**src/lcc_pkg.sv**
```systemverilog
// Constants shared by the logic cluster top and its cells.
// Assumes a 32-bit classic Wishbone register bus with byte offsets.
package lcc_pkg;
    // Cluster size and control count
    localparam int LCC_CELLS = 10;
    localparam int LCC_NCTL = 10;
    localparam int LCC_ROWS = 8;
    // Register byte offsets
    localparam logic [7:0] OFF_CELL0 = 8'h00;
    localparam logic [7:0] OFF_SRC_LO = 8'h28;
    localparam logic [7:0] OFF_SRC_HI = 8'h2c;
    localparam logic [7:0] OFF_STATUS = 8'h30;
    // Reset values
    localparam logic [31:0] CFG_RST = 32'h0000_0000;
    localparam logic [31:0] SRC_LO_RST = 32'h0000_0000;
    localparam logic [9:0] SRC_HI_RST = 10'h000;
    // Cell configuration fields
    localparam int CF_MASK_LSB = 0;
    localparam int CF_CLK_B = 16;
    localparam int CF_CLR_B = 17;
    localparam int CF_FF_LSB = 18;
    localparam int CF_ARITH = 20;
    localparam int CF_FEEDBACK = 21;
    localparam int CF_OUT_A = 22;
    localparam int CF_OUT_B = 23;
    localparam int CF_OUT_L = 24;
    localparam int CF_LUT_CHAIN = 25;
    localparam int CF_REG_CHAIN = 26;
    // High source register extras
    localparam int HI_CLKB_FALL = 8;
    localparam int HI_DEVRST_EN = 9;
    // Control indices within the selected control vector
    localparam int CTL_CLK_A = 0;
    localparam int CTL_CLK_B = 1;
    localparam int CTL_GATE_A = 2;
    localparam int CTL_GATE_B = 3;
    localparam int CTL_ACLR_A = 4;
    localparam int CTL_ACLR_B = 5;
    localparam int CTL_SCLR = 6;
    localparam int CTL_ALOAD = 7;
    localparam int CTL_SLOAD = 8;
    localparam int CTL_ADDSUB = 9;
    // Register behaviour of a cell
    typedef enum logic [1:0] {FF_D, FF_T, FF_JK, FF_SR} lcc_ff_e;
endpackage : lcc_pkg

```
**src/lcc_cell.sv**
```systemverilog
// One logic cell: four-input table, carry-select pair and register.
// Assumes ticks and controls arrive already selected and gated.
`timescale 1ns/1ps
module lcc_cell import lcc_pkg::*; (
    input wire logic clk_i,
    input wire logic rst_i,
    input wire logic ce_i,
    input wire logic [31:0] cfg_i,
    input wire logic [3:0] data_i,
    input wire logic lut_chain_i,
    input wire logic reg_chain_i,
    input wire logic cin0_i,
    input wire logic cin1_i,
    input wire logic csel_i,
    input wire logic addsub_i,
    input wire logic tick_a_i,
    input wire logic tick_b_i,
    input wire logic aclr_a_i,
    input wire logic aclr_b_i,
    input wire logic aload_i,
    input wire logic sclr_i,
    input wire logic sload_i,
    input wire logic dev_rst_i,
    output logic comb_o,
    output logic q_o,
    output logic out_a_o,
    output logic out_b_o,
    output logic out_l_o,
    output logic cout0_o,
    output logic cout1_o
);
    // Carry of a one-bit full add
    function automatic logic carry(input logic a, input logic b, input logic c);
        carry = (a & b) | ((a ^ b) & c);
    endfunction : carry

    logic q; // Cell register
    logic next_q; // Register next value
    logic ff_val; // Value the flip-flop type asks for
    wire [15:0] mask = cfg_i[CF_MASK_LSB +: 16]; // Table contents
    wire arith = cfg_i[CF_ARITH];
    wire tick = cfg_i[CF_CLK_B] ? tick_b_i : tick_a_i;
    wire aclr = cfg_i[CF_CLR_B] ? aclr_b_i : aclr_a_i;
    wire in0 = cfg_i[CF_LUT_CHAIN] ? lut_chain_i : data_i[0];
    wire in3 = cfg_i[CF_FEEDBACK] ? q : data_i[3];
    wire [3:0] idx = {in3, data_i[2:1], in0};
    wire lut_res = mask[idx];
    // Subtract inverts the second operand only in arithmetic mode
    wire op_b = data_i[1] ^ (arith & addsub_i);
    wire sum = data_i[0] ^ op_b ^ (csel_i ? cin1_i : cin0_i);
    wire d = cfg_i[CF_REG_CHAIN] ? reg_chain_i : comb_o;
    wire lcc_ff_e ff = lcc_ff_e'(cfg_i[CF_FF_LSB +: 2]);

    assign comb_o = arith ? sum : lut_res;
    assign cout0_o = carry(data_i[0], op_b, cin0_i);
    assign cout1_o = carry(data_i[0], op_b, cin1_i);
    assign q_o = q;
    // Each output picks table or register on its own
    assign out_a_o = cfg_i[CF_OUT_A] ? q : comb_o;
    assign out_b_o = cfg_i[CF_OUT_B] ? q : comb_o;
    assign out_l_o = cfg_i[CF_OUT_L] ? q : comb_o;

    // Flip-flop flavour; fourth input serves as K or R
    always_comb begin
        unique case (ff)
            FF_D: ff_val = d;
            FF_T: ff_val = q ^ d;
            FF_JK: ff_val = (d & ~q) | (~data_i[3] & q);
            FF_SR: ff_val = data_i[3] ? 1'b0 : (d | q);
        endcase
    end

    // Priority: device reset, clear, async load, then clocked path
    always_comb begin
        next_q = q;
        if (dev_rst_i) begin
            next_q = 1'b0;
        end else if (aclr) begin
            next_q = 1'b0;
        end else if (aload_i) begin
            next_q = data_i[3];
        end else if (tick) begin
            if (sclr_i) begin
                next_q = 1'b0;
            end else if (sload_i) begin
                next_q = data_i[3];
            end else begin
                next_q = ff_val;
            end
        end
    end

    // Register itself; clock enable freezes it
    always_ff @(posedge clk_i) begin
        if (rst_i) q <= 1'b0;
        else if (ce_i) q <= next_q;
    end

    chk_clear_wins: assert property (@(posedge clk_i) disable iff (rst_i)
        ce_i && aclr && aload_i |=> !q_o) else $error("clear lost to load");
    chk_aload_data: assert property (@(posedge clk_i) disable iff (rst_i)
        ce_i && aload_i && !aclr && !dev_rst_i |=> q_o == $past(data_i[3]))
        else $error("async load value wrong");
    chk_gate_holds: assert property (@(posedge clk_i) disable iff (rst_i)
        ce_i && !tick && !aclr && !aload_i && !dev_rst_i |=> $stable(q_o))
        else $error("register moved without tick");
    chk_devrst_clear: assert property (@(posedge clk_i) disable iff (rst_i)
        ce_i && dev_rst_i |=> !q_o) else $error("device reset ignored");
    chk_sclr_edge: assert property (@(posedge clk_i) disable iff (rst_i)
        ce_i && tick && sclr_i && !aclr && !aload_i && !dev_rst_i |=> !q_o)
        else $error("sync clear ignored");
endmodule : lcc_cell

```
**src/lcc_cluster.sv**
```systemverilog
// Ten-cell logic cluster with its control generator and a Wishbone slave.
// Assumes row clocks and the device reset pin are asynchronous to clk_i;
// cell data and local controls come from logic on clk_i.
//
// Local design decisions: register access over Wishbone and the address map.
`timescale 1ns/1ps
// Overview of operation
// - Cluster holds ten cells sharing controls
// - Table output chains into the next cell
// - Register output feeds next cell register
// - Ten cluster controls from one generator
// - Each cluster clock uses its own gate
// - Second clock may take the falling edge
// - Low gate stops that clock, registers hold
// - Async load with high data is preset
// - Controls come from row lines or local
// - Cell has four-input table plus register
// - Register acts as D, T, JK or SR
// - Register has data, load, clock, enable, clears
// - Async load value is fourth input
// - Combinational use bypasses the register
// - Three outputs pick table or register each
// - Register may feed its own table
// - Subtract inverts B and forces carry one
// - Lowest bit in first cell gets carry one
// - Normal and arithmetic modes steer eight inputs
// - Controls work in all modes, subtract arithmetic
// - Registered and unregistered forms together
// - Clear beats preset or load
// - Device reset clears all, overrides everything
// - Sync clear and load reach every register
module lcc_cluster import lcc_pkg::*; (
    input wire logic clk_i,
    input wire logic rst_i,
    input wire logic ce_i,
    input wire logic cyc_i,
    input wire logic stb_i,
    input wire logic we_i,
    input wire logic [7:0] adr_i,
    input wire logic [31:0] dat_i,
    input wire logic [3:0] sel_i,
    output logic [31:0] dat_o,
    output logic ack_o,
    input wire logic [7:0] row_clock_i,
    input wire logic [9:0] ctl_local_i,
    input wire logic [39:0] cell_data_i,
    input wire logic lut_chain_i,
    input wire logic reg_chain_i,
    input wire logic chain_carry_if_zero_i,
    input wire logic chain_carry_if_one_i,
    input wire logic cluster_carry_i,
    input wire logic device_wide_reset_n_i,
    output logic [9:0] cell_route_a_o,
    output logic [9:0] cell_route_b_o,
    output logic [9:0] cell_local_o,
    output logic lut_chain_o,
    output logic reg_chain_o,
    output logic chain_carry_if_zero_o,
    output logic chain_carry_if_one_o
);
    // Pick one control: bit 3 chooses row line, bits 2:0 the row
    function automatic logic pick_ctl(input logic [3:0] src, input logic [7:0] rows,
                                      input logic loc);
        pick_ctl = src[3] ? rows[src[2:0]] : loc;
    endfunction : pick_ctl

    // Merge a write into a register under byte enables
    function automatic logic [31:0] merge(input logic [31:0] old, input logic [31:0] wd,
                                          input logic [3:0] be);
        logic [31:0] res;
        res = old;
        for (int b = 0; b < 4; b++) begin
            if (be[b]) res[8*b +: 8] = wd[8*b +: 8];
        end
        merge = res;
    endfunction : merge

    // Configuration storage
    logic [31:0] cell_cfg [LCC_CELLS]; // One word per cell
    logic [31:0] src_lo; // Sources of controls 0 to 7
    logic [9:0] src_hi; // Sources of controls 8, 9 and options
    logic ack; // Bus answer
    logic [31:0] rdata; // Registered read data

    // Pin synchronisers
    logic [7:0] row_meta; // First stage, read only by second
    logic [7:0] row_sync; // Row lines safe to use
    logic devrst_meta; // First stage of reset pin
    logic devrst_n_sync; // Reset pin safe to use

    // Edge history of the two cluster clocks
    logic clk_a_prev;
    logic clk_b_prev;

    // Registered cluster outputs
    logic [9:0] route_a;
    logic [9:0] route_b;
    logic [9:0] route_l;
    logic lut_last;
    logic reg_last;
    logic cout0_last;
    logic cout1_last;

    // Cell interconnect; index i feeds cell i
    wire [LCC_CELLS:0] lut_chain;
    wire [LCC_CELLS:0] reg_chain;
    wire [LCC_CELLS:0] carry0;
    wire [LCC_CELLS:0] carry1;
    wire [LCC_CELLS-1:0] comb_v; // Unregistered cell results
    wire [LCC_CELLS-1:0] q_v; // Cell registers
    wire [LCC_CELLS-1:0] oa_v;
    wire [LCC_CELLS-1:0] ob_v;
    wire [LCC_CELLS-1:0] ol_v;

    // Bus decode
    wire wb_req = cyc_i & stb_i & ~ack;
    wire wb_wr = wb_req & we_i;
    wire [5:0] word = adr_i[7:2];
    wire hit_cell = word < 6'(LCC_CELLS);
    wire [3:0] cell_idx = word[3:0];
    wire hit_lo = adr_i == OFF_SRC_LO;
    wire hit_hi = adr_i == OFF_SRC_HI;
    wire hit_st = adr_i == OFF_STATUS;

    // Control generator: ten controls from row lines or local wires
    wire [39:0] src_all = {src_hi[7:0], src_lo};
    logic [LCC_NCTL-1:0] ctl;
    always_comb begin
        for (int c = 0; c < LCC_NCTL; c++) begin
            ctl[c] = pick_ctl(src_all[4*c +: 4], row_sync, ctl_local_i[c]);
        end
    end

    // Clock a always rising; clock b rising or falling by option
    wire clkb_fall = src_hi[HI_CLKB_FALL];
    wire edge_a = ctl[CTL_CLK_A] & ~clk_a_prev;
    wire edge_b = clkb_fall ? (~ctl[CTL_CLK_B] & clk_b_prev)
                            : (ctl[CTL_CLK_B] & ~clk_b_prev);
    // A low gate suppresses the whole cluster-wide tick
    wire tick_a = edge_a & ctl[CTL_GATE_A];
    wire tick_b = edge_b & ctl[CTL_GATE_B];
    wire addsub = ctl[CTL_ADDSUB];
    // Reset pin only acts when software has enabled it
    wire dev_rst = src_hi[HI_DEVRST_EN] & ~devrst_n_sync;

    // Subtract forces the first cell's carry to one on both chains
    assign carry0[0] = addsub | chain_carry_if_zero_i;
    assign carry1[0] = addsub | chain_carry_if_one_i;
    wire csel = addsub | cluster_carry_i;
    assign lut_chain[0] = lut_chain_i;
    assign reg_chain[0] = reg_chain_i;

    // Ten cells, each chained to its neighbour
    for (genvar i = 0; i < LCC_CELLS; i++) begin : g_cell
        lcc_cell u_cell (
            .clk_i(clk_i),
            .rst_i(rst_i),
            .ce_i(ce_i),
            .cfg_i(cell_cfg[i]),
            .data_i(cell_data_i[4*i +: 4]),
            .lut_chain_i(lut_chain[i]),
            .reg_chain_i(reg_chain[i]),
            .cin0_i(carry0[i]),
            .cin1_i(carry1[i]),
            .csel_i(csel),
            .addsub_i(addsub),
            .tick_a_i(tick_a),
            .tick_b_i(tick_b),
            .aclr_a_i(ctl[CTL_ACLR_A]),
            .aclr_b_i(ctl[CTL_ACLR_B]),
            .aload_i(ctl[CTL_ALOAD]),
            .sclr_i(ctl[CTL_SCLR]),
            .sload_i(ctl[CTL_SLOAD]),
            .dev_rst_i(dev_rst),
            .comb_o(comb_v[i]),
            .q_o(q_v[i]),
            .out_a_o(oa_v[i]),
            .out_b_o(ob_v[i]),
            .out_l_o(ol_v[i]),
            .cout0_o(carry0[i+1]),
            .cout1_o(carry1[i+1])
        );
        assign lut_chain[i+1] = comb_v[i];
        assign reg_chain[i+1] = q_v[i];
    end

    // Status word: registers, table results, chain carries, reset
    wire [31:0] status = {9'h000, dev_rst, carry1[LCC_CELLS], carry0[LCC_CELLS],
                          comb_v, q_v};
    wire [31:0] cell_word = hit_cell ? cell_cfg[cell_idx] : 32'h0000_0000;
    wire [31:0] read_mux = hit_cell ? cell_word
                         : hit_lo ? src_lo
                         : hit_hi ? {22'h000000, src_hi}
                         : hit_st ? status : 32'h0000_0000;

    // Bus answer: one wait state, unmapped reads give zero
    always_ff @(posedge clk_i) begin
        if (rst_i) begin
            ack <= 1'b0;
            rdata <= 32'h0000_0000;
        end else if (ce_i) begin
            ack <= wb_req;
            if (wb_req) rdata <= read_mux;
        end
    end

    // Configuration writes take effect at the edge that raises ack
    always_ff @(posedge clk_i) begin
        if (rst_i) begin
            for (int k = 0; k < LCC_CELLS; k++) cell_cfg[k] <= CFG_RST;
            src_lo <= SRC_LO_RST;
            src_hi <= SRC_HI_RST;
        end else if (ce_i && wb_wr) begin
            if (hit_cell) cell_cfg[cell_idx] <= merge(cell_cfg[cell_idx], dat_i, sel_i);
            if (hit_lo) src_lo <= merge(src_lo, dat_i, sel_i);
            if (hit_hi) src_hi <= 10'(merge({22'h000000, src_hi}, dat_i, sel_i));
        end
    end

    // Two-stage synchronisers for asynchronous pins
    always_ff @(posedge clk_i) begin
        if (rst_i) begin
            row_meta <= 8'h00;
            row_sync <= 8'h00;
            devrst_meta <= 1'b1;
            devrst_n_sync <= 1'b1;
        end else if (ce_i) begin
            row_meta <= row_clock_i;
            row_sync <= row_meta;
            devrst_meta <= device_wide_reset_n_i;
            devrst_n_sync <= devrst_meta;
        end
    end

    // Clock history for edge detection; reads synced row lines or local controls
    always_ff @(posedge clk_i) begin
        if (rst_i) begin
            clk_a_prev <= 1'b0;
            clk_b_prev <= 1'b0;
        end else if (ce_i) begin
            clk_a_prev <= ctl[CTL_CLK_A];
            clk_b_prev <= ctl[CTL_CLK_B];
        end
    end

    // Outputs are registered so routing sees clean levels;
    // this costs one cycle of latency on every cell output
    always_ff @(posedge clk_i) begin
        if (rst_i) begin
            route_a <= 10'h000;
            route_b <= 10'h000;
            route_l <= 10'h000;
            lut_last <= 1'b0;
            reg_last <= 1'b0;
            cout0_last <= 1'b0;
            cout1_last <= 1'b0;
        end else if (ce_i) begin
            route_a <= oa_v;
            route_b <= ob_v;
            route_l <= ol_v;
            lut_last <= lut_chain[LCC_CELLS];
            reg_last <= reg_chain[LCC_CELLS];
            cout0_last <= carry0[LCC_CELLS];
            cout1_last <= carry1[LCC_CELLS];
        end
    end

    assign dat_o = rdata;
    assign ack_o = ack;
    assign cell_route_a_o = route_a;
    assign cell_route_b_o = route_b;
    assign cell_local_o = route_l;
    assign lut_chain_o = lut_last;
    assign reg_chain_o = reg_last;
    assign chain_carry_if_zero_o = cout0_last;
    assign chain_carry_if_one_o = cout1_last;

    chk_ack_single: assert property (@(posedge clk_i) disable iff (rst_i)
        ack_o |=> !ack_o) else $error("ack held two cycles");
    chk_gate_a_tick: assert property (@(posedge clk_i) disable iff (rst_i)
        !ctl[CTL_GATE_A] |-> !tick_a) else $error("tick a without gate");
    chk_fall_edge_b: assert property (@(posedge clk_i) disable iff (rst_i)
        clkb_fall && tick_b |-> !ctl[CTL_CLK_B] && $past(ctl[CTL_CLK_B], 1) && ce_i)
        else $error("falling tick b wrong");
    chk_sub_carry: assert property (@(posedge clk_i) disable iff (rst_i)
        addsub |-> carry0[0] && carry1[0] && csel) else $error("subtract carry not one");
    chk_shift_chain: assert property (@(posedge clk_i) disable iff (rst_i)
        ce_i && tick_a && !dev_rst && !ctl[CTL_ACLR_A] && !ctl[CTL_ALOAD]
        && !ctl[CTL_SCLR] && !ctl[CTL_SLOAD] && cell_cfg[1][CF_REG_CHAIN]
        && !cell_cfg[1][CF_CLK_B] && !cell_cfg[1][CF_CLR_B]
        && cell_cfg[1][CF_FF_LSB +: 2] == 2'b00 |=> q_v[1] == $past(q_v[0]))
        else $error("register chain shift wrong");
    chk_route_reg: assert property (@(posedge clk_i) disable iff (rst_i)
        ce_i && cell_cfg[0][CF_OUT_A] |=> cell_route_a_o[0] == $past(q_v[0]))
        else $error("route a not from register");
endmodule : lcc_cluster

```
**config.mk**
```make
export PLATFORM = sky130hd
export DESIGN_NAME = lcc_cluster
export DESIGN_NICKNAME = d
export VERILOG_FILES = /design/src/lcc_pkg.sv /design/src/lcc_cell.sv /design/src/lcc_cluster.sv
export SDC_FILE = /design/constraint.sdc
export NUM_CORES = 1
export LEC_CHECK = 0
export ABC_AREA = 1
export CAP_MARGIN = 40
export CORE_MARGIN = 2
export CORE_UTILIZATION = 40
export CTS_CLUSTER_DIAMETER = 80
export DETAILED_ROUTE_END_ITERATION = 16
export DONT_BUFFER_PORTS = 1
export SLEW_MARGIN = 10
export SYNTH_ARGS = -nofsm -noshare
export SYNTH_HDL_FRONTEND = slang
export SYNTH_SLANG_ARGS = --single-unit
```
**constraint.sdc**
```tcl
create_clock -name clk_i -period 11 [get_ports clk_i]
set_input_delay 1.1 -clock clk_i [delete_from_list [all_inputs] [get_ports clk_i]]
set_output_delay 1.1 -clock clk_i [all_outputs]
set_load 0.05 [all_outputs]
```
# Yosys cells after proc, flatten, opt, wreduce, memory -nomap -nowiden
# Memory sizes are Yosys's and may differ from the RTL's.
# Index checks and enable logic that the tools add are counted.
# word_totals
regBits	139
mem_bits_rw	320
input_bits	114
output_inout_bits	67
elab_cells	562
n_memories	1
# mem_list
name	depth	width	read_ports	rd_clocked_by_memory_dff	wr	line_no	text
cell_cfg	10	32	11	0	10	lcc_cluster.sv:79	logic [31:0] cell_cfg [LCC_CELLS];
# op_classes
magnitude_cmp	21
eq_ne	33
mux	260
bitwise	177
n_reduce_logical	39
# ops
operator	n
two-way mux 1 bit	208
two-way mux 8 bit	16
two-way mux 32 bit	3
bitwise AND 1 bit	69
less-than comparator 4 x 5 -> 1 bit, second input constant	10
two-way mux 23 bit	2
OR 1 bit	43
binary-select mux 1 bit (select 4 bit)	10
equality test 2 bit, second input constant	20
less-than comparator 3 x 4 -> 1 bit, second input constant	10
one-hot mux 1 bit (4 select lines)	10
nonzero test 4 bit	10
bitwise XOR 1 bit	40
OR reduction 32 bit	1
binary-select mux 1 bit (select 3 bit)	10
inverter 1 bit	25
equality test 8 x 6 -> 1 bit, second input constant	3
AND reduction 2 bit	11
equality test 2 x 1 -> 1 bit, second input constant	10
zero test 2 bit	10
AND reduction 3 bit	6
less-than comparator 6 x 4 -> 1 bit, second input constant	1
two-way mux 4 bit	1
logical AND 1 bit	1

# Longest topological paths before layout
# Gate-level depths: netlist of run 1.
# depth
word_depth	54
mapped_depth	102
ltp_nobuf	100

# By module
# From an unflattened synthesis of run 1, not the netlist that was laid out.
# unflattened
cells_unflattened	4468
hier_area_um2	35313.9
# modules_own_cells
mod	instances	cells_per_inst	area_each_um2	seq_area_each_um2
lcc_cluster	1	3298	29295.6	17957.2
lcc_cell	10	117	601.8	20.0

# Worst setup path before layout of run 1
# Ideal clock, no wire load.
# synth_timing
path_kind	input -> register
from	input port ctl_local_i[9]
to	register g_cell[9].u_cell.q
setup_ns	0.127
arrival_time_ns	8.535
required_ns	10.873
path_slack_ns	2.338
cell_stages	94
path_buffers	1
cell_sequence	nand2_1 -> nand2_1 -> clkbuf_1 -> nand2_1 -> xor2_1 -> ha_1 -> inv_1 -> nand2_1 -> nand2_1 -> nand2_2 -> nand3_4 -> nand2_4 -> nand2_1 -> nand3_1 -> nand3_1 -> nand2_1 -> nand2_1 -> nand3_2 -> [... 58 more ...] -> nand3_1 -> nand2_1 -> nand2_1 -> nand3_1 -> nand2_1 -> nand2_1 -> nand3_2 -> nand3_2 -> nand2_1 -> ha_1 -> o21ai_0 -> nand2_1 -> nand2_1 -> nand2_1 -> nand2_1 -> nand2_1 -> nand2_1 -> a21oi_2
# synth_between
elab_chain_len	52
word_cells_on_any_way	149
cone_classes	mux: 57; bitwise: 92
# synth_rtl
element	line_no	text
start: declaration	lcc_cluster.sv:45	input wire logic [9:0] ctl_local_i,
two-way mux 1 bit (*)	lcc_cluster.sv:64	pick_ctl = src[3] ? rows[src[2:0]] : loc;
bitwise AND 1 bit	lcc_cell.sv:49	wire op_b = data_i[1] ^ (arith & addsub_i);
bitwise XOR 1 bit	lcc_cell.sv:49	
bitwise XOR 1 bit	lcc_cell.sv:34, lcc_cell.sv:50	
bitwise XOR 1 bit	lcc_cell.sv:50	wire sum = data_i[0] ^ op_b ^ (csel_i ? cin1_i : cin0_i);
two-way mux 1 bit	lcc_cell.sv:54	assign comb_o = arith ? sum : lut_res;
two-way mux 1 bit	lcc_cell.sv:44	wire in0 = cfg_i[CF_LUT_CHAIN] ? lut_chain_i : data_i[0];
binary-select mux 1 bit (select 4 bit)	lcc_cell.sv:47	wire lut_res = mask[idx];
[... 36 more ...]	-	
two-way mux 1 bit / OR 1 bit (equally long branches)	lcc_cell.sv:69, lcc_cell.sv:68	
one-hot mux 1 bit (4 select lines) (*)	lcc_cell.sv:65	unique case (ff)
two-way mux 1 bit (*)	lcc_cell.sv:85	end else if (sload_i) begin
two-way mux 1 bit (*)	lcc_cell.sv:83	if (sclr_i) begin
two-way mux 1 bit (*)	lcc_cell.sv:82	end else if (tick) begin
two-way mux 1 bit (*)	lcc_cell.sv:80	end else if (aload_i) begin
two-way mux 1 bit (*)	lcc_cell.sv:78	end else if (aclr) begin
two-way mux 1 bit (*)	lcc_cell.sv:76	if (dev_rst_i) begin
end signal: assignment	lcc_cell.sv:96	else if (ce_i) q <= next_q;
end: declaration	lcc_cell.sv:37	logic q;
# Every way passes the cells marked *; elsewhere a longest branch is shown, timed or not. The select of a mux whose other input is x is not followed.
# A chain may end at the register's enable or synchronous reset.

# Worst setup path after layout of run 1
# layout_timing
from	register row_sync[3]
to	register g_cell[9].u_cell.q
# layout_between
elab_chain_len	54
word_cells_on_any_way	189
cone_classes	mux: 89; bitwise: 98; reduce/logical: 2
# layout_rtl
element	line_no	text
start: declaration	lcc_cluster.sv:87	logic [7:0] row_sync;
start signal: assignment	lcc_cluster.sv:229	row_sync <= row_meta;
binary-select mux 1 bit (select 3 bit)	lcc_cluster.sv:64	
two-way mux 1 bit (implied by the code)	lcc_cluster.sv:64	
two-way mux 1 bit	lcc_cluster.sv:64	
bitwise AND 1 bit	lcc_cell.sv:49	
bitwise XOR 1 bit	lcc_cell.sv:49	
bitwise XOR 1 bit	lcc_cell.sv:34, lcc_cell.sv:50	
bitwise XOR 1 bit	lcc_cell.sv:50	
two-way mux 1 bit	lcc_cell.sv:54	
[... 38 more ...]	-	
two-way mux 1 bit / OR 1 bit (equally long branches)	lcc_cell.sv:69, lcc_cell.sv:68	
one-hot mux 1 bit (4 select lines)	lcc_cell.sv:65	
two-way mux 1 bit	lcc_cell.sv:85	
two-way mux 1 bit	lcc_cell.sv:83	
two-way mux 1 bit	lcc_cell.sv:82	
two-way mux 1 bit	lcc_cell.sv:80	
two-way mux 1 bit	lcc_cell.sv:78	
two-way mux 1 bit	lcc_cell.sv:76	
# Parallel ways exist; a longest one is shown, timed or not. The select of a mux whose other input is x is not followed.

==> out/summary.txt, run 1 <==
die area = 80100 sq um
Port-buffer cells = 0
Num CTS Buffers = 72
clk_lat worst skew = 0.64 ns
Min-Delay Path Class = reg2reg
Hold Slack = 0.479 ns
share of cells above drive strength 1 = 0.0746
met3 Usage GRT = 0.0711
maximum number of pins on one net before global-route repair = 87
FMAX = 102 MHz
Max-Cap Viols = 0
Remaining Overflow, GRT = 0
DRC viols = 0
register area share after synthesis = 0.583
Max Slew Vio Count = 0
Final Util = 0.460
Final Wtd Congestion = 0.976
CP max FO = 9
CTS sink count = 651
grt peak-use layer = met2
CTS root buf = clkbuf_16
area post-placement = 33100 sq um
classification of the worst setup path = reg2reg
iteration count of the initial detailed-routing pass = 6
Cell variety after synth = 53
Core Box Area = 77200 sq um
PnR worst setup slack = 1.22 ns
minimum clock period = 9.78 ns
Vias = 26600
EDFF count, synth = 512
global-route usage over all layers = 0.294
Clock Pin Slew Worst Setup and Hold Paths = 0.06 ns
post-synthesis register bit count = 651
final setup vio count = 0
CTS tree = built
vias in the first global route = 24700
H-tree depth = 3
Layout Cells excl Fill = 4583
drt wl/cell = 26.3 um
critical path startpoint category = flop
CP most frequent cell = nand2_1
VDD IR max = 0.106 mV
Avg Cell Area, Syn = 9.40 sq um
met2 Usage GRT = 0.455
GR Util met1 = 0.386
design area = 35500 sq um
asr flop ratio synth = 0
first-pass GRT wire length = 173 mm
initial antenna violation count = 7
worst-margin pin slew = 0.989 ns
period utilisation layout = 0.889
maximum buffer depth of the clock tree = 3
Vert. Die Dim = 283 um
area grow syn2layout = 14.1%
Placed Instances = 4442
Mapped Cells = 3315
Site Rows = 102
status = complete, no violations
nets = 3612
drt total wl = 121 mm
pre-CTS WS = 1.13 ns
PnR Total Power = 5.86 mW
Synth Cell Area = 31100 sq um
P_leak = 13.0 nW
crit end category = flop
max incr delay on CP = 0.42 ns
Yosys warning total = 0
Via-to-Cell Ratio = 5.80
initial drt markers = 3650
CP max stage cell = dfxtp_1
RSZ-0062 raised after global routing = no
dpl hpwl = 85.3 mm
final setup skew = 0.0296 ns
most common flop cell mapped by yosys = edfxtp_1
worst rel slew slack = 0.334
crit path DAT = 10.29 ns
Chip Width = 283 um
Initial Utilization = 0.403
IO Count = 181
Fin. Hold Viols = 0
P per Cell Area = 165 nW/um^2
DRT antenna net count = 0
Worst EP required = 11.51 ns
setup_tns = 0 ns
hold buffer count at cts = 0
## kinds of logic (layout without fill, tap and decap cells)
kind of cell    after synthesis  count (layout)  synth area share
simple gates               1256            1256             0.174
xor+xnor                     10              10           0.00281
fa+ha+maj                    20              20           0.00803
flops                       651             651             0.583
buf+inv                     436             468            0.0531
compound gates              940             940             0.178
mux                           1               1          0.000362
other cells                   1             197          0.000120
## synth_stat cells (7+ instances only)
master    count  area (sq um)
buf_1        12          45.0
a22oi_1      96           721
or3_1         8          50.1
nand2_1     477          1790
inv_1       227           852
o21ai_1      17          85.1
o221ai_1     16           140
a21oi_1     283          1420
edfxtp_1    512         15400
ha_1         20           250
nor2_1      444          1670
o311ai_0      7          61.3
clkinv_1     27           101
a22o_1        7          61.3
o22ai_1      67           419
dfxtp_1     139          2780
a31oi_1      40           250
nand2_2       9          56.3
nor3_1       17          85.1
a211oi_1     31           233
o21a_1        8          60.1
a32oi_1       7          61.3
o21ai_0     289          1450
nand2_4       8          90.1
nand3_4      10           175
a41oi_1       9          78.8
inv_2        11          41.3
xor2_1       10          87.6
nand3_1     246          1230
clkbuf_1    153           574
o211ai_1     20           150
o31ai_1      12          90.1
nand3_2      13           130
nand4_1       7          43.8
## worst max-delay path, delay by kind of cell, from the launching register on
family / cells / cell delay (ns)
simple gates: 90 / 8.09
fa+ha+maj: 2 / 0.58
flops: 1 / 0.42
compound gates: 2 / 0.22
buf+inv: 2 / 0.19
xor+xnor: 1 / 0.14
## cell type report
cell class	instances	area, sq um
diodes	5	12.5
clock buffers	100	2060
clock inverters	34	343
fillers	7347	41700
inverters	265	996
multi-input cells	2419	12100
flip-flops and latches	651	18200
well taps	1040	1300
repair buffers	69	536
## timing repair
| item | 4_1_cts | 5_1_grt |
|---|---|---|
| resized for setup | 0 | 6 |
| endpoints found under the setup margin | 0 | 1 |
| setup buffers | 0 | 0 |
## layer usage
layer	up-vias	routed length [um]
met3	309	12900
met5	-	32
li1	12000	-
met1	12800	46900
met2	1513	54100
met4	6	6680
## sequential cells by signal, indices dropped and copies added (netlist names), 8 cells and up
name / flops
cell_cfg: 512
dat_o: 32
src_lo: 32
cell_local_o: 10
cell_route_a_o: 10
cell_route_b_o: 10
g_cell.u_cell.q_o: 10
src_hi: 10
row_meta: 8
row_sync: 8
## cell usage in the layout, fill, tap and decap left out, types with 12 or more instances in the layout
master	n
nand2_1	472
a211oi_1	31
nand3_1	246
o22ai_1	67
ha_1	20
nand2_2	14
inv_2	13
clkbuf_16	74
a22oi_1	96
a31oi_1	40
nor2_1	440
inv_1	225
conb_1	192
clkbuf_1	14
edfxtp_1	512
o21ai_0	288
buf_4	60
nand3_2	12
o221ai_1	16
nor3_1	17
a21oi_1	282
clkinv_1	33
o211ai_1	20
o21ai_1	17
clkinv_2	15
o31ai_1	12
dfxtp_1	134
## path summary, 6_finish.rpt
| check | cells past startpoint | from | end | slack, ns |
|---|---|---|---|---|
| min reg2reg | 2 | devrst_meta | devrst_meta | 0.48 |
| max reg2reg | 97 | row_sync[3] | g_cell[9].u_cell.q_o | 1.22 |
| min | 2 | devrst_meta | devrst_meta | 0.48 |
| max | 97 | row_sync[3] | g_cell[9].u_cell.q_o | 1.22 |
## report_power, final
part	leakage, nW	internal (mW)	switching, mW	total, mW
sequential	6.41	2.73	0.105	2.84
combinational	5.43	0.141	0.393	0.534
clock	1.19	1.44	1.04	2.48
total	13.0	4.32	1.54	5.86
(Power assumes the default switching activity.)
==> run 2, diff against run 1 <==
==> constraint.sdc (replaced) <==
create_clock -name clk_i -period 8.6 [get_ports clk_i]
set_input_delay 0.86 -clock clk_i [delete_from_list [all_inputs] [get_ports clk_i]]
set_output_delay 0.86 -clock clk_i [all_outputs]
set_load 0.05 [all_outputs]
==> run 2 against run 1 <==
The run now ends with negative setup slack left. Clock skew shrank 0.0043 ns. Sequential cell count unchanged. Highest routed layer unchanged. First-iteration DRC count shrank 4.4%. Combinational power up 47%. Routed wire length is 0.76% higher. Die area unchanged. Final area grew 4.4%. Sequential power increased by 28%. Worst setup slack worse by 2.3 ns. Critical path depth increased by 3. Non-clock buffer count rose by 114. Clock power increased by 25%.
==> out/summary.txt, run 2 (synthesis results as in run 1) <==
dpl hpwl = 85.7 mm (+0.37%)
classification of the worst setup path = reg2reg
initial antenna violation count = 9 (+2)
CP max FO = 8 (-1)
PnR Total Power = 7.50 mW (+28%)
maximum buffer depth of the clock tree = 3 (unchanged)
final setup skew = 0.0253 ns (-0.00429 ns)
H-tree depth = 3 (unchanged)
vias in the first global route = 25300 (+2.4%)
Hold EP = cell_route_a_o[9]
die area = 80100 sq um (unchanged)
DRT antenna net count = 0 (unchanged)
CTS root buf = clkbuf_16
worst-margin pin slew = 1.01 ns (+0.0175 ns)
WP buf/inv = 6 (+4)
Fin. Hold Viols = 0 (unchanged)
Vias = 27200 (+2.1%)
worst r2r src = src_hi[4]
CP max stage cell = dfxtp_4
Worst R2R Path Depth = 100 (+3.1%)
Site Rows = 102 (unchanged)
drt wl/cell = 25.8 um (-1.8%)
DRC viols = 0 (unchanged)
failing checks = negative setup slack
Final Util = 0.481 (+0.0205)
hold path depth = 1 (-1)
status = complete, but fails checks
Remaining Overflow, GRT = 0 (unchanged)
commonest cells after routing, fill and taps aside = 512 x edfxtp_1, 440 x nor2_1, 429 x nand2_1, 279 x o21ai_0, 279 x a21oi_1
final setup vio count = 12 (+12)
worst r2r dst = g_cell[9].u_cell.q_o
CP most frequent cell = nand2_1
Clock Pin Slew Worst Setup and Hold Paths = 0.07 ns (about the same)
CTS tree = built
Worst EP required = 9.17 ns (-2.34 ns)
max incr delay on CP = 0.38 ns (-0.04 ns)
Min-Delay Path Class = in2reg
IO Count = 181 (unchanged)
most flop-heavy register = cell_cfg
Chip Width = 283 um (unchanged)
PnR worst setup slack = -1.07 ns (-2.29 ns)
Final Wtd Congestion = 0.958 (-1.9%)
R2R Setup Slk = -1.07 ns (-2.29 ns)
first-pass GRT wire length = 173 mm (+0.28%)
initial drt markers = 3491 (-4.4%)
share of cells above drive strength 1 = 0.140 (+0.0652)
maximum number of pins on one net before global-route repair = 87 (unchanged)
Hold Slack = 0.301 ns (-0.178 ns)
Port-buffer cells = 0 (unchanged)
drt total wl = 122 mm (+0.76%)
Fill cells = 7251 (-1.3%)
most common cell after layout, fill and taps aside = edfxtp_1
Vert. Die Dim = 283 um (unchanged)
worst rel slew slack = 0.322 (-0.0118)
VDD IR max = 0.114 mV (+7.3%)
period utilisation layout = 1.12 (+0.236)
RSZ-0062 raised after global routing = yes
minimum clock period = 9.67 ns (-0.105 ns)
crit end category = flop
iteration count of the initial detailed-routing pass = 6 (unchanged)
CTS sink count = 651 (unchanged)
Hold Crit Start = rst_i
Core Box Area = 77200 sq um (unchanged)
P per Cell Area = 202 nW/um^2 (+23%)
family with the most delay on the worst path = simple AND/OR/NAND/NOR gates
nets = 3729 (+3.2%)
Initial Utilization = 0.403 (unchanged)
Max-Cap Viols = 0 (unchanged)
critical path startpoint category = flop
global-route usage over all layers = 0.294 (-0.000328)
FMAX = 103 MHz (+1.1%)
Via-to-Cell Ratio = 5.78 (-0.50%)
area grow syn2layout = 19.1%
clk_lat worst skew = 0.63 ns (about the same)
crit path DAT = 10.24 ns (-0.05 ns)
hold buffer count at cts = 0 (unchanged)
Largest register FFs = 512 (unchanged)
P_leak = 13.8 nW (+5.5%)
Num CTS Buffers = 71 (-1.4%)
Max Slew Vio Count = 0 (unchanged)
run 2: cell count changes in the layout (fill, tap and decap cells not counted), sizes merged:
cell,previous run,this run
buf,69,183
inv,242,244
bufinv,5,4
clkinv,52,53
nand3,269,273
clkbuf,100,93
clkinvlp,0,3
diode,5,10
run 2: final cells by class:
type / instances / area (sq um) / area share
Multi-Input combinational cell: 2423 / 12800 / 0.345
Tap cell: 1040 / 1300 / 0.0351
Sequential cell: 651 / 18200 / 0.490
Antenna cell: 10 / 25.0 / 0.000674
Timing Repair Buffer: 183 / 1470 / 0.0397
Clock inverter: 39 / 350 / 0.00944
Clock buffer: 93 / 1980 / 0.0534
Inverter: 265 / 1000 / 0.0270
run 2: what timing repair did:
action	in CTS	in global routing
gates resized for setup	25	158
pin swaps	16	101
buffers inserted	10	11
cloned	4	0
setup endpoints to repair	12	17
run 2: per-layer routing:
layer | global-route usage | vias to the layer above | share of wire
met5 | 0 | - | 0.00056
li1 | - | 12200 | -
met3 | 0.0751 | 319 | 0.11
met2 | 0.454 | 1618 | 0.45
met1 | 0.377 | 13000 | 0.38
met4 | 0.162 | 10 | 0.061
run 2: through the flow:
stage | std cells | setup WS (ns) | instance area [sq um] | setup TNS (ns)
2_1_floorplan | 3506 | 0.178 | 31900 | 0
4_1_cts | 4682 | -0.704 | 36300 | -2.67
5_1_grt | 4696 | -1.84 | 37100 | -14.63
6_report | 4704 | -1.07 | 37100 | -6.23
3_5_place_dp | 4536 | -0.846 | 33800 | -4.44
3_3_place_gp | 4523 | -0.651 | 33700 | -2.53
run 2: worst max path at each step:
stage                              start                   end  slack, ns  cells after the start
after global placement         src_hi[4]  g_cell[9].u_cell.q_o      -0.65                     97
final                          src_hi[4]  g_cell[9].u_cell.q_o      -1.07                    100
after global routing           src_hi[4]  g_cell[9].u_cell.q_o      -1.84                     99
after CTS                      src_hi[4]  g_cell[9].u_cell.q_o      -0.70                    100
after floorplan           ctl_local_i[9]  g_cell[9].u_cell.q_o       0.18                     94
after detailed placement       src_hi[4]  g_cell[9].u_cell.q_o      -0.85                     98
run 2: report_power, final:
group | internal, mW | switching (mW)
sequential | 3.50 | 0.132
combinational | 0.242 | 0.545
clock | 1.76 | 1.33
total | 5.50 | 2.00
